File: src/design/lvc_pkg.sv
// lvc_pkg: constants and types for the lcd drive-voltage control block
//
// Contract
// - pump on/off follows pump enable bit
// - multiplier bit: 0 doubles, 1 triples supply
// - drive code is programmed plus signed offset
// - target voltage is code times 0.03 plus 3
// - any programmed code 00 to ff accepted
// - drive voltage capped at 9.0 volts
// - external supply: no temperature compensation applied
// - external supply: programmed code changes nothing
// - frequency bit 0 full rate, 1 half
// - readable 8-bit temperature code held
// - measurements repeat while enabled, 5 ms each
// - measurement interval counted from system clock
// - filter bit off by default, raw value used
// - filtered value starts at 20 degrees
// - sum clamps at both ends of range
// - reset: programmed zero, temperature code 40h
// - offset added only with compensation enabled
package lvc_pkg;
   // register indices on the plain register port
   localparam logic [2:0] REG_CTRL   = 3'h0;
   localparam logic [2:0] REG_VOLT   = 3'h1;
   localparam logic [2:0] REG_TEMP   = 3'h2;
   localparam logic [2:0] REG_OFFS   = 3'h3;
   localparam logic [2:0] REG_DRIVE  = 3'h4;
   localparam logic [2:0] REG_STATUS = 3'h5;

   // control field positions
   localparam int CTRL_PUMP_EN   = 0;
   localparam int CTRL_MULT      = 1;
   localparam int CTRL_FREQ      = 2;
   localparam int CTRL_MEAS_EN   = 3;
   localparam int CTRL_FILTER_EN = 4;
   localparam int CTRL_COMP_EN   = 5;
   localparam int CTRL_EXT_SUP   = 6;
   localparam int CTRL_WIDTH     = 7;

   // reset values
   localparam logic [6:0] CTRL_RESET = 7'h00;
   localparam logic [7:0] VOLT_RESET = 8'h00;
   localparam logic [7:0] TEMP_RESET = 8'h40;

   // voltage scaling in millivolts
   localparam int LCD_DRIVE_VOLTAGE_BASE_MV = 3000;
   localparam int LCD_DRIVE_VOLTAGE_STEP_MV = 30;
   localparam int LCD_DRIVE_VOLTAGE_MAX_MV  = 9000;
   localparam logic [7:0] DRIVE_CAP_CODE =
      8'((LCD_DRIVE_VOLTAGE_MAX_MV - LCD_DRIVE_VOLTAGE_BASE_MV) / LCD_DRIVE_VOLTAGE_STEP_MV);

   // timing
   localparam int CLK_MHZ         = 250;
   localparam int MEAS_TIME_US    = 5000;
   localparam int INTERVAL_MS     = 3300;
   localparam int MEAS_CYCLES     = MEAS_TIME_US * CLK_MHZ;
   localparam int INTERVAL_CYCLES = INTERVAL_MS * 1000 * CLK_MHZ;
   localparam int PUMP_DIV_CYCLES = 64;
   localparam int FILTER_SHIFT    = 2;

   typedef struct packed {
      logic ext_supply;
      logic comp_en;
      logic filter_en;
      logic meas_en;
      logic freq_sel;
      logic mult_sel;
      logic pump_en;
   } lvc_ctrl_t;

   typedef struct packed {
      logic clk;
      logic frequency_select;
      logic multiplier_select;
      logic enable;
   } lvc_pump_t;

   typedef enum logic [1:0] {
      LVC_IDLE = 2'b00,
      LVC_CONV = 2'b01,
      LVC_WAIT = 2'b10
   } lvc_meas_t;
endpackage

File: src/design/lvc_top.sv
// lvc_top: drive-voltage code, pump control and temperature measurement
`timescale 1ns/1ns
module lvc_top #(
   parameter int unsigned MEAS_CYC     = lvc_pkg::MEAS_CYCLES,
   parameter int unsigned INTERVAL_CYC = lvc_pkg::INTERVAL_CYCLES,
   parameter int unsigned PUMP_DIV     = lvc_pkg::PUMP_DIV_CYCLES
) (
   // clock and reset
   input  wire logic             mclk,
   input  wire logic             reset_n,
   // register port
   input  wire logic [2:0]       reg_addr,
   input  wire logic [7:0]       reg_wdata,
   input  wire logic             reg_write,
   input  wire logic             reg_read,
   output logic [7:0]            reg_rdata,
   // temperature sensor
   output logic                  sense_start,
   input  wire logic [7:0]       sense_value,
   // charge pump and regulator
   output lvc_pkg::lvc_pump_t    pump_ctrl,
   output logic [7:0]            drive_code,
   output logic [13:0]           lcd_drive_voltage
);

   ////////////////////////////////////////////////////////////////////////
   // registers
   lvc_pkg::lvc_ctrl_t  ctrl_ff;
   logic [7:0]          programmed_voltage_code_ff;
   logic [7:0]          temperature_code_ff;
   logic [7:0]          reg_rdata_ff;
   lvc_pkg::lvc_meas_t  state_ff;
   lvc_pkg::lvc_meas_t  nxt_state;
   logic [31:0]         timer_ff;
   logic [31:0]         nxt_timer;
   logic                sense_start_ff;
   logic [7:0]          drive_code_ff;
   logic [7:0]          nxt_drive_code;
   logic [13:0]         drive_mv_ff;
   logic [13:0]         nxt_drive_mv;
   lvc_pkg::lvc_pump_t  pump_ff;
   logic [31:0]         pump_div_ff;
   logic [7:0]          nxt_temp;

   function automatic logic hit(input logic [2:0] a, input logic [2:0] r);
      return a == r;
   endfunction

   wire wr_ctrl = reg_write && hit(reg_addr, lvc_pkg::REG_CTRL);
   wire wr_volt = reg_write && hit(reg_addr, lvc_pkg::REG_VOLT);

   always_ff @(posedge mclk) begin
      if (!reset_n) begin
         ctrl_ff                    <=
            lvc_pkg::lvc_ctrl_t'(lvc_pkg::CTRL_RESET);
         programmed_voltage_code_ff <= lvc_pkg::VOLT_RESET;
      end else begin
         if (wr_ctrl)
            ctrl_ff <=
               lvc_pkg::lvc_ctrl_t'(reg_wdata[lvc_pkg::CTRL_WIDTH-1:0]);
         if (wr_volt)
            programmed_voltage_code_ff <= reg_wdata;
      end
   end

   ////////////////////////////////////////////////////////////////////////
   // temperature offset and drive code
   // offset uses unit slope: two's complement of code minus 20 degrees
   wire signed [9:0] temp_diff = $signed({2'b00, temperature_code_ff})
                               - $signed({2'b00, lvc_pkg::TEMP_RESET});
   wire [7:0] temperature_offset_code =
      (temp_diff > 10'sh07f) ? 8'h7f : temp_diff[7:0];
   // external supply suppresses compensation even with comp_en set
   wire comp_active = ctrl_ff.comp_en && !ctrl_ff.ext_supply;
   wire signed [9:0] offset_used =
      comp_active ? {{2{temperature_offset_code[7]}}, temperature_offset_code}
                  : 10'sh000;
   wire signed [9:0] drive_sum =
      $signed({2'b00, programmed_voltage_code_ff}) + offset_used;
   wire [7:0] sum_clamped =
      (drive_sum < 10'sh000) ? 8'h00 :
      (drive_sum > 10'sh0ff) ? 8'hff : drive_sum[7:0];
   wire cap_active = sum_clamped > lvc_pkg::DRIVE_CAP_CODE;

   // regulator target frozen while the supply is external
   assign nxt_drive_code = ctrl_ff.ext_supply ? drive_code_ff :
      (cap_active ? lvc_pkg::DRIVE_CAP_CODE : sum_clamped);
   assign nxt_drive_mv = 14'(nxt_drive_code) * 14'(lvc_pkg::LCD_DRIVE_VOLTAGE_STEP_MV)
                       + 14'(lvc_pkg::LCD_DRIVE_VOLTAGE_BASE_MV);

   always_ff @(posedge mclk) begin
      if (!reset_n) begin
         drive_code_ff <= 8'h00;
         drive_mv_ff   <= 14'(lvc_pkg::LCD_DRIVE_VOLTAGE_BASE_MV);
      end else begin
         drive_code_ff <= nxt_drive_code;
         drive_mv_ff   <= nxt_drive_mv;
      end
   end

   ////////////////////////////////////////////////////////////////////////
   // charge pump control
   // half rate doubles the divider, halving drive capability
   wire [31:0] pump_limit = ctrl_ff.freq_sel ? 32'(2 * PUMP_DIV - 1)
                                             : 32'(PUMP_DIV - 1);
   wire pump_tick = pump_div_ff >= pump_limit;

   always_ff @(posedge mclk) begin
      if (!reset_n) begin
         pump_ff     <= '0;
         pump_div_ff <= 32'h0;
      end else begin
         pump_ff.enable            <= ctrl_ff.pump_en;
         pump_ff.multiplier_select <= ctrl_ff.mult_sel;
         pump_ff.frequency_select  <= ctrl_ff.freq_sel;
         pump_div_ff <= (pump_tick || !ctrl_ff.pump_en) ? 32'h0
                                                        : pump_div_ff + 32'h1;
         if (!ctrl_ff.pump_en)
            pump_ff.clk <= 1'b0;
         else if (pump_tick)
            pump_ff.clk <= !pump_ff.clk;
      end
   end

   ////////////////////////////////////////////////////////////////////////
   // temperature measurement sequencer
   wire conv_done = (state_ff == lvc_pkg::LVC_CONV) &&
                    (timer_ff == 32'(MEAS_CYC - 1));
   wire wait_done = (state_ff == lvc_pkg::LVC_WAIT) &&
                    (timer_ff == 32'(INTERVAL_CYC - 1));

   always_comb begin
      nxt_state = state_ff;
      nxt_timer = timer_ff + 32'h1;
      case (state_ff)
         lvc_pkg::LVC_IDLE: begin
            nxt_timer = 32'h0;
            if (ctrl_ff.meas_en)
               nxt_state = lvc_pkg::LVC_CONV;
         end
         lvc_pkg::LVC_CONV: begin
            if (conv_done) begin
               nxt_state = lvc_pkg::LVC_WAIT;
               nxt_timer = 32'h0;
            end
         end
         lvc_pkg::LVC_WAIT: begin
            if (wait_done) begin
               nxt_state = lvc_pkg::LVC_CONV;
               nxt_timer = 32'h0;
            end
         end
         default: begin
            nxt_state = lvc_pkg::LVC_IDLE;
            nxt_timer = 32'h0;
         end
      endcase
      if (!ctrl_ff.meas_en) begin
         nxt_state = lvc_pkg::LVC_IDLE;
         nxt_timer = 32'h0;
      end
   end

   wire conv_begin = ctrl_ff.meas_en && (nxt_state == lvc_pkg::LVC_CONV) &&
                     (state_ff != lvc_pkg::LVC_CONV);

   // filter: first-order step toward each new sample
   wire signed [9:0] filt_err =
      $signed({2'b00, sense_value}) - $signed({2'b00, temperature_code_ff});
   wire signed [9:0] filt_next = $signed({2'b00, temperature_code_ff})
                               + (filt_err >>> lvc_pkg::FILTER_SHIFT);
   assign nxt_temp = ctrl_ff.filter_en ? filt_next[7:0]
                                       : sense_value;

   always_ff @(posedge mclk) begin
      if (!reset_n) begin
         state_ff            <= lvc_pkg::LVC_IDLE;
         timer_ff            <= 32'h0;
         sense_start_ff      <= 1'b0;
         temperature_code_ff <= lvc_pkg::TEMP_RESET;
      end else begin
         state_ff       <= nxt_state;
         timer_ff       <= nxt_timer;
         sense_start_ff <= conv_begin;
         if (conv_done)
            temperature_code_ff <= nxt_temp;
      end
   end

   ////////////////////////////////////////////////////////////////////////
   // read data
   wire [7:0] status_word = {6'h00, cap_active,
                             state_ff == lvc_pkg::LVC_CONV};
   wire [7:0] rd_mux =
      hit(reg_addr, lvc_pkg::REG_CTRL)   ? {1'b0, ctrl_ff} :
      hit(reg_addr, lvc_pkg::REG_VOLT)   ? programmed_voltage_code_ff :
      hit(reg_addr, lvc_pkg::REG_TEMP)   ? temperature_code_ff :
      hit(reg_addr, lvc_pkg::REG_OFFS)   ? temperature_offset_code :
      hit(reg_addr, lvc_pkg::REG_DRIVE)  ? drive_code_ff :
      hit(reg_addr, lvc_pkg::REG_STATUS) ? status_word : 8'h00;

   always_ff @(posedge mclk) begin
      if (!reset_n)
         reg_rdata_ff <= 8'h00;
      else
         reg_rdata_ff <= reg_read ? rd_mux : 8'h00;
   end

   assign reg_rdata         = reg_rdata_ff;
   assign sense_start       = sense_start_ff;
   assign pump_ctrl         = pump_ff;
   assign drive_code        = drive_code_ff;
   assign lcd_drive_voltage = drive_mv_ff;
endmodule // lvc_top

File: config.mk
export PLATFORM = sky130hd
export DESIGN_NAME = lvc_top
export DESIGN_NICKNAME = d
export VERILOG_FILES = /design/src/design/lvc_pkg.sv /design/src/design/lvc_top.sv
export SDC_FILE = /design/constraint.sdc
export NUM_CORES = 1
export LEC_CHECK = 0
export BUFFER_PORTS_ARGS = -buffer_cell sky130_fd_sc_hd__buf_4
export CAP_MARGIN = 20
export CORE_MARGIN = 2
export CORE_UTILIZATION = 63
export DETAILED_ROUTE_END_ITERATION = 10
export HOLD_SLACK_MARGIN = 0.06
export PLACE_DENSITY = 0.83
export SYNTH_ARGS = -nofsm -noshare
export SYNTH_HDL_FRONTEND = slang
export SYNTH_SLANG_ARGS = --single-unit
File: constraint.sdc
create_clock -name mclk -period 15 [get_ports mclk]
set_input_delay 1.5 -clock mclk [delete_from_list [all_inputs] [get_ports mclk]]
set_output_delay 1.5 -clock mclk [all_outputs]
set_load 0.05 [all_outputs]
==> results_dict.tcl, run 1 <==
set metrics [dict create \
    fmax_mhz 137.0 \
    synthToLayoutAreaGrowth_pct 17.49 \
    root_buffer "clkbuf_8" \
    routed_via_density 5.910 \
    max_stage_delay_ns 0.59 \
    drive_above_1_share 0.1207 \
    initialDrtViolationCount 609 \
    hold_class "flop to flop" \
    port_buffers 56 \
    cts.sink_count 122 \
    dieWidth_um 108.0 \
    cts_resized 0 \
    multiInputGateArea_mm2 0.004128 \
    std_cell_rows 37 \
    rsz0062_at_grt "no" \
    grt_pass1_vias 5870 \
    pre_cts_slack_ns 7.849 \
    finalSetupViolCount 0 \
    synth_edf_count 0 \
    peakVddDrop_v 0.0001025 \
    wirelength_mm 16.80 \
    avgRoutedWirePerCell_um 16.56 \
    async_flop_share 0 \
    die_h_um 108.0 \
    syn_inst 787 \
    crit_type "flop to flop" \
    yosysSeqAreaShare 0.3582 \
    setup_slack_ns 7.698 \
    min_period_ns 7.302 \
    required_ns 15.40 \
    power_leakage_nw 3.419 \
    worst_setup_path_start_kind "flop" \
    critPathCaptureType "flop" \
    worstPathArrival_ns 7.70 \
    grt_max_degree 33 \
    cts.path.max_buffers 2 \
    finClkSkew_ns 0.01114 \
    antenna_cells 0 \
    synth_seq_cells 122 \
    syn-cell-area_mm2 0.006819 \
    htreeDepth 4 \
    r2r_slack_ns 7.70 \
    cts_buffers 17 \
    grt_overflow 0 \
    ant_nets 0 \
    initial_core_util 0.6547 \
    ys_warn_count 0 \
    antenna_found_initial 0 \
    register_area_mm2 0.002442 \
    finalNetCount 951 \
    place_hpwl_mm 11.86 \
    clk_pin_slew_ns 0.06 \
    grt_use_total 0.3037 \
    max_slew.worst_pin.slew_ns 0.8039 \
    period_share 0.4868 \
    gp_congestion 0.9745 \
    cpMaxStageDelayCell "a2111oi_0" \
    first_pass_iters 7 \
    cts_setup_buffers 0 \
    die_area_mm2 0.01167 \
    hold_viol 0 \
    syn_avg_cell_area_um2 8.665 \
    crit_top_cell "inv_1" \
    postCtsHoldBufs 0 \
    cts_tree "yes" \
    grt_pass1_wl_mm 27.59 \
    core_area_mm2 0.01042 \
    nFillCells 730 \
    crit_path_max_fanout 10 \
    status "finished clean" \
    maxCapViolations 0 \
    via_count 5993 \
    setup_tns_ns 0 \
    power.density_mw_per_mm2 102.7 \
    synth_cell_types 71 \
    ys.flop_type "dfxtp_1" \
    ios 58 \
    drc 0 \
    relSlewSlack 0.4599 \
    drv_slew 0 \
    clk-insertion-delay-late_ns 0.54 \
]
[through the flow]
stage               std cells  cell area [um^2]  total power, mW    util  hold WS [ns]
floorplan                 811              6909           0.3947       -        0.4299
CTS                      1013              8006           0.8264  0.7686        0.4596
global placement          980              7382           0.4136  0.7087        0.4448
global route             1014              8011           0.8501  0.7691        0.4907
detailed placement        981              7410           0.4162  0.7114        0.4517
finish                   1014              8011           0.8231  0.7691        0.4624
[sequential cells by signal (all words and copies together), names as in the netlist]
signal                      flops
pump_ctrl                       4
sense_start                     1
reg_rdata                       8
lcd_drive_voltage              12
programmed_voltage_code_ff      8
drive_code                      8
ctrl_ff                         7
state_ff                        2
pump_div_ff                    32
timer_ff                       32
temperature_code_ff             8
[Yosys cell counts (all sizes together), types with 6 or more instances]
cell type / n / area, um^2
or3: 7 / 53.80
xnor2: 22 / 192.7
fa: 15 / 300.3
o21a: 6 / 45.04
nand3: 30 / 150.1
a211oi: 20 / 150.1
xor2: 38 / 332.8
nor2b: 11 / 68.82
o21ai: 19 / 95.09
and2: 18 / 112.6
buf: 6 / 53.79
nor2: 82 / 307.8
clkbuf: 17 / 63.81
nand2b: 9 / 56.30
and3: 10 / 62.56
nor3: 18 / 90.09
nand4: 10 / 77.57
nor4: 12 / 75.07
nand2: 73 / 274.0
ha: 48 / 600.6
a21oi: 47 / 235.2
inv: 58 / 217.7
a21o: 9 / 67.56
dfxtp: 122 / 2442
o22ai: 7 / 43.79
[per-layer routing]
layer / part of all wire / track usage / wire, um / vias up
li1: - / - / - / 2882
met1: 0.40 / 0.3425 / 6670 / 2807
met2: 0.50 / 0.5346 / 8349 / 245
met3: 0.072 / 0.08017 / 1205 / 59
met4: 0.034 / 0.1419 / 570 / 0
met5: 0 / 0 / 0 / -
[critical path: cells and delay by family, from the launching register on]
kind	cells	cell delay (ns)
fa+ha+maj	6	2.41
compound gates	9	2.68
flops	1	0.42
buf+inv	5	0.46
simple gates	8	1.19
[path summary, 6_finish.rpt]
check | startpoint | to | cells past startpoint
setup / recovery | temperature_code_ff[6] | lcd_drive_voltage[12] | 28
hold reg to reg | ctrl_ff[2] | ctrl_ff[2] | 2
hold / removal | ctrl_ff[2] | ctrl_ff[2] | 2
setup reg to reg | temperature_code_ff[6] | lcd_drive_voltage[12] | 28
[final cells by class]
class,count,area share
Timing Repair Buffer,58,0.05654
Inverter,59,0.02764
Multi-Input combinational cell,607,0.5152
Clock inverter,14,0.02108
Sequential cell,122,0.3049
Clock buffer,18,0.05341
Tap cell,136,0.02124
[placed cells by master, fill, tap and decap left out, types with 4 or more instances in the layout]
| cell | n |
|---|---|
| o22ai_1 | 7 |
| nor3_1 | 18 |
| o21a_1 | 6 |
| and3_1 | 10 |
| or3_1 | 5 |
| nand3_1 | 30 |
| o21ai_0 | 19 |
| clkbuf_16 | 16 |
| a31oi_1 | 4 |
| nand2_1 | 73 |
| nor2_1 | 82 |
| a21o_1 | 9 |
| xnor2_1 | 22 |
| fa_1 | 15 |
| dfxtp_1 | 122 |
| nor4_1 | 12 |
| nand2b_1 | 9 |
| a221o_1 | 4 |
| conb_1 | 25 |
| ha_1 | 48 |
| nand4_1 | 9 |
| inv_1 | 58 |
| xor2_1 | 38 |
| a211oi_1 | 20 |
| clkinv_2 | 4 |
| and2_1 | 16 |
| nor2b_1 | 11 |
| a21oi_1 | 47 |
| buf_4 | 56 |
[cell families after synthesis]
logic type / synth area share
muxes: 0.01101
DFF: 0.3582
xor gates and xnor gates: 0.07706
and+or+nand+nor: 0.2121
AOI/OAI and AO/OA: 0.1593
buffers and inverters: 0.04972
other: 0.0005499
adders and majority gates: 0.1321
[power by group]
part | leakage, nW | internal [mW] | switching, mW
clock | 0.292 | 0.258 | 0.154
sequential | 0.995 | 0.332 | 0.00406
combinational | 2.13 | 0.0278 | 0.0471
(Power assumes the default switching activity.)
==> inputs of run 2 (changes only) <==
--- a/config.mk
+++ b/config.mk
@@ -5,13 +5,14 @@
 export SDC_FILE = /design/constraint.sdc
 export NUM_CORES = 1
 export LEC_CHECK = 0
+export ABC_AREA = 1
 export BUFFER_PORTS_ARGS = -buffer_cell sky130_fd_sc_hd__buf_4
 export CAP_MARGIN = 20
 export CORE_MARGIN = 2
-export CORE_UTILIZATION = 63
+export CORE_UTILIZATION = 61
 export DETAILED_ROUTE_END_ITERATION = 10
 export HOLD_SLACK_MARGIN = 0.06
-export PLACE_DENSITY = 0.83
+export PLACE_DENSITY = 0.81
 export SYNTH_ARGS = -nofsm -noshare
 export SYNTH_HDL_FRONTEND = slang
 export SYNTH_SLANG_ARGS = --single-unit
==> constraint.sdc (replaced) <==
create_clock -name mclk -period 7.2 [get_ports mclk]
set_input_delay 0.72 -clock mclk [delete_from_list [all_inputs] [get_ports mclk]]
set_output_delay 0.72 -clock mclk [all_outputs]
set_load 0.05 [all_outputs]
==> run 2 against run 1 <==
  * Clock power rose by 120%
  * Non-clock buffer count shrank 1
  * Global-route usage is 3.0 points lower
  * Final area increased by 4.6%
  * Synthesized cell count is 23% higher
  * Die area grew 8.3%
  * Clock skew down 0.0028 ns
  * Count of clock-buffer cells in the layout stayed put
  * Utilization shrank 3.8 points
  * Sequential cell count did not move
  * Wire length down 1.9%
  * Critical path type unchanged
  * Maximum frequency rose by 11%
==> results_dict.tcl, run 2 <==
set metrics [dict create \
    status "finished clean" \
    finalSetupViolCount 0 \
    crit_family "adder cells" \
    async_flop_share 0 \
    port_buffers 56 \
    dp_cells 1171 \
    min_period_ns 6.569 \
    syn_inst 966 \
    grt_overflow 0 \
    cts_resized 0 \
    initial_core_util 0.6255 \
    crit_buf_inv 8 \
    final_common_cell "nand2_1" \
    synthToLayoutAreaGrowth_pct 16.87 \
    synth_seq_cells 122 \
    power_frac_clock 0.504 \
    grt_pass1_wl_mm 27.81 \
    cts.sink_count 122 \
    grt_use_total 0.2735 \
    crit_type "flop to flop" \
    die_area_mm2 0.01264 \
    worst_setup_path_start_kind "flop" \
    swShare 0.2540 \
    multiInputGateArea_mm2 0.004125 \
    fmax_mhz 152.2 \
    grt_max_degree 37 \
    syn-cell-area_mm2 0.007173 \
    cts_setup_buffers 0 \
    first_pass_iters 6 \
    nFillCells 915 \
    required_ns 7.52 \
    power.density_mw_per_mm2 215.9 \
    final_cell_mix "176 x nand2_1, 148 x inv_1, 124 x nor2_1, 122 x dfxtp_1, 57 x buf_4" \
    power_switching_mw 0.4596 \
    cts_tree "yes" \
    drc 0 \
    r2r_slack_ns 0.63 \
    final_area_mm2 0.008383 \
    power.total_mw 1.810 \
    ys_top_cells_by_area "dfxtp_1 34%, nand2_1 9.2%, ha_1 8.4%, inv_1 7.7%, nor2_1 6.5%" \
    gp_congestion 0.9565 \
    fin_cells 1202 \
    synth_edf_count 0 \
    core_area_mm2 0.01147 \
    synth_top_area_cell "dfxtp_1" \
    cpMaxStageDelayCell "fa_1" \
    power_leakage_nw 3.898 \
    grt_pass1_vias 6179 \
    pre_cts_slack_ns 0.6015 \
    seq_power_share 0.390 \
    register_area_mm2 0.002442 \
    fin_util 0.7310 \
    p_int_mw 1.350 \
    antenna_cells 0 \
    htreeDepth 4 \
    die_h_um 112.4 \
    synth_cell_types 55 \
    drive_above_1_share 0.1171 \
    avgRoutedWirePerCell_um 13.70 \
    hold_class "flop to flop" \
    postCtsHoldBufs 0 \
    root_buffer "clkbuf_16" \
    period_share 0.9123 \
    worstPathArrival_ns 6.89 \
    via_count 6431 \
    routed_via_density 5.350 \
    std_cell_rows 39 \
    peakVddDrop_v 0.0002235 \
    crit_top_cell "nor2_1" \
    hold_viol 0 \
    wirelength_mm 16.47 \
    cts_buffers 17 \
    synth_common_cells "176 x nand2_1, 148 x inv_1, 124 x nor2_1" \
    ys.flop_type "dfxtp_1" \
    finClkSkew_ns 0.008372 \
    finalNetCount 1133 \
    relSlewSlack 0.3610 \
    ys_warn_count 0 \
    place_area_mm2 0.007752 \
    maxCapViolations 0 \
    antenna_found_initial 0 \
    syn_avg_cell_area_um2 7.426 \
    cts.path.max_buffers 2 \
    place_hpwl_mm 12.27 \
    ios 58 \
    clk-insertion-delay-late_ns 0.43 \
    clk_pin_slew_ns 0.06 \
    yosys.cell_count.top_type "nand2_1" \
    critPathCaptureType "flop" \
    crit_path_max_fanout 8 \
    dieWidth_um 112.4 \
    drv_slew 0 \
    yosysSeqAreaShare 0.3405 \
    max_stage_delay_ns 0.56 \
    power_frac_comb 0.106 \
    initialDrtViolationCount 532 \
    rsz0062_at_grt "no" \
    whs_ns 0.4407 \
    setup_slack_ns 0.6311 \
    setup_tns_ns 0 \
    ant_nets 0 \
    max_slew.worst_pin.slew_ns 0.9512 \
    netlist.area_leader.share 0.3405 \
]
run 2: changes by cell type in the layout (fill, tap and decap cells not counted), moves of 11 or more:
| cell | previous run | this run |
|---|---|---|
| a211oi_1 | 20 | 4 |
| and2_1 | 16 | 0 |
| inv_1 | 58 | 148 |
| nand2_1 | 73 | 176 |
| nand4_1 | 9 | 31 |
| nor2_1 | 82 | 124 |
| nor2b_1 | 11 | 0 |
| o21ai_0 | 19 | 48 |
| xnor2_1 | 22 | 8 |
run 2: power by group through the flow:
stage	Clock [mW]	Sequential, mW	Combinational [mW]
2_1_floorplan	0	0.757	0.101
6_report	0.911	0.706	0.193
3_3_place_gp	0	0.720	0.186
5_1_grt	0.952	0.707	0.214
3_5_place_dp	0	0.721	0.190
4_1_cts	0.920	0.706	0.192
run 2: final cells by class:
class | instances | area share
clock buffers | 18 | 0.05239
clock inverters | 13 | 0.02284
inverters | 154 | 0.06896
multi-input cells | 695 | 0.4921
flip-flops and latches | 122 | 0.2913
well taps | 143 | 0.02134
repair buffers | 57 | 0.05104
run 2: metal layers:
metal  wire length (um)  global-route usage  part of all wire  vias up
li1                   -                   -                 -     3266
met1               7126              0.3391              0.43     2913
met2               7762              0.4534              0.47      201
met3               1026             0.06695             0.062       51
met4                556              0.1203             0.034        0
met5                  0                   0                 0        -
run 2: final timing paths:
kind | from | to | cells after the start
max | temperature_code_ff[6] | lcd_drive_voltage[12] | 42
min | ctrl_ff[2] | pump_ctrl[2] | 2
max reg2reg | temperature_code_ff[6] | lcd_drive_voltage[12] | 42
min reg2reg | ctrl_ff[2] | pump_ctrl[2] | 2
run 2: cells by family after synthesis:
group                      after synthesis  share of synthesized area
DFF                                    122                     0.3405
buffers and inverters                  173                    0.09698
adders and majority gates               63                     0.1256
xor gates and xnor gates                44                    0.05372
and+or+nand+nor                        445                     0.2901
other                                    1                  0.0005228
AOI/OAI and AO/OA                      118                    0.09262
run 2: worst min-delay path: stages (launching register included):
cell and delay [ns]:
dfxtp_1 0.31, nand2_1 0.06, inv_1 0.03
==> inputs of run 3 (changes only) <==
--- a/config.mk
+++ b/config.mk
@@ -13,6 +13,7 @@
 export DETAILED_ROUTE_END_ITERATION = 10
 export HOLD_SLACK_MARGIN = 0.06
 export PLACE_DENSITY = 0.81
+export REMOVE_ABC_BUFFERS = 1
 export SYNTH_ARGS = -nofsm -noshare
 export SYNTH_HDL_FRONTEND = slang
 export SYNTH_SLANG_ARGS = --single-unit
==> run 3 against run 2 <==
  * Maximum frequency grew 1.5%
  * Utilization decreased by 0.16 points
  * Total power down 2.3%
  * Die area is the same
  * Global-route usage up 1.0 points
  * Sequential power barely moved
  * First-iteration DRC count increased by 12%
  * Count of clock-buffer cells in the layout unchanged
  * Final area is 0.22% lower
  * Cell count did not move
  * Critical path type unchanged
  * Non-clock buffer count unchanged
==> results_dict.tcl, run 3 (synthesis results as in run 2) <==
set metrics [dict create \
    status "finished clean" \
    root_buffer "clkbuf_16" \
    cts_setup_buffers 0 \
    clk_pin_slew_ns 0.06 \
    register_area_mm2 0.002444 \
    std_cell_rows 39 \
    dieWidth_um 112.4 \
    holdPathStages 2 \
    drive_above_1_share 0.1199 \
    period_share 0.8987 \
    clk-insertion-delay-late_ns 0.42 \
    grt_use_total 0.2836 \
    worstPathArrival_ns 6.79 \
    worst_setup_path_start_kind "flop" \
    initialDrtViolationCount 594 \
    antenna_found_initial 0 \
    drv_slew 0 \
    place_hpwl_mm 12.55 \
    crit_top_cell "nor2_1" \
    wirelength_mm 16.79 \
    final_cell_mix "176 x nand2_1, 147 x inv_1, 124 x nor2_1, 121 x dfxtp_1, 57 x buf_4" \
    avgRoutedWirePerCell_um 13.96 \
    required_ns 7.52 \
    crit_family "adder cells" \
    max_slew.worst_pin.slew_ns 0.7691 \
    cts.path.max_buffers 2 \
    maxCapViolations 0 \
    power.total_mw 1.768 \
    initial_core_util 0.6255 \
    die_area_mm2 0.01264 \
    hold_viol 0 \
    hold_class "flop to flop" \
    postCtsHoldBufs 0 \
    drc 0 \
    crit_cells 42 \
    cts_buffers 17 \
    crit_path_max_fanout 8 \
    first_pass_iters 5 \
    finalNetCount 1133 \
    ios 58 \
    power_leakage_nw 3.879 \
    setup_tns_ns 0 \
    grt_max_degree 37 \
    final_area_mm2 0.008364 \
    power.density_mw_per_mm2 211.4 \
    die_h_um 112.4 \
    synthToLayoutAreaGrowth_pct 16.61 \
    core_area_mm2 0.01147 \
    cts.sink_count 122 \
    setup_slack_ns 0.7294 \
    grt_pass1_wl_mm 28.96 \
    whs_ns 0.4226 \
    min_period_ns 6.471 \
    cts_tree "yes" \
    final_common_cell "nand2_1" \
    multiInputGateArea_mm2 0.004129 \
    rr_worst_depth 42 \
    nFillCells 916 \
    rsz0062_at_grt "no" \
    antenna_cells 0 \
    grt_overflow 0 \
    relSlewSlack 0.4834 \
    finalSetupViolCount 0 \
    max_stage_delay_ns 0.61 \
    ant_nets 0 \
    via_count 6456 \
    cts_resized 0 \
    fmax_mhz 154.5 \
    routed_via_density 5.371 \
    pre_cts_slack_ns 0.6538 \
    port_buffers 56 \
    critPathCaptureType "flop" \
    place_area_mm2 0.007752 \
    crit_buf_inv 8 \
    crit_type "flop to flop" \
    grt_pass1_vias 6245 \
    cpMaxStageDelayCell "fa_1" \
    gp_congestion 0.9649 \
    htreeDepth 4 \
    finClkSkew_ns 0.005225 \
    peakVddDrop_v 0.0002439 \
]
run 3: cell type report:
class                           instances  share of cell area
Clock buffer                           18             0.05251
Clock inverter                         13             0.02004
Inverter                              154             0.06911
Multi-Input combinational cell        695              0.4936
Sequential cell                       122              0.2921
Tap cell                              143             0.02139
Timing Repair Buffer                   57             0.05116
run 3: worst paths after layout:
check	start	to	slack, ns
max	temperature_code_ff[6]	lcd_drive_voltage[12]	0.73
min	ctrl_ff[2]	pump_ctrl[2]	0.42
max reg2reg	temperature_code_ff[6]	lcd_drive_voltage[12]	0.73
min reg2reg	ctrl_ff[2]	pump_ctrl[2]	0.42
run 3: layer usage:
layer	GRT usage	up-vias	wire (um)
met1	0.3878	2929	7682
met5	0	-	0
li1	-	3262	-
met3	0.06965	30	1165
met2	0.4398	235	7644
met4	0.1000	0	293
run 3: power by group:
group | internal, mW | switching, mW | leakage (nW)
combinational | 0.0641 | 0.131 | 2.59
sequential | 0.697 | 0.00899 | 0.996
clock | 0.554 | 0.313 | 0.293
run 3: worst reg2reg max path: cells and delay by family, from the launching register on:
| family | cells | cell delay, ns |
|---|---|---|
| AO/OA/AOI/OAI | 6 | 0.85 |
| XOR/XNOR | 1 | 0.21 |
| adder cells (fa/ha/maj) | 6 | 2.34 |
| buffers and inverters | 8 | 0.73 |
| flip-flops | 1 | 0.39 |
| AND/OR/NAND/NOR | 21 | 1.83 |
run 3: metrics by stage:
stage               instances    util
detailed placement       1171  0.6761
finish                   1202  0.7294
floorplan                 971       -
global placement         1171  0.6761
CTS                      1202  0.7290
global route             1202  0.7294
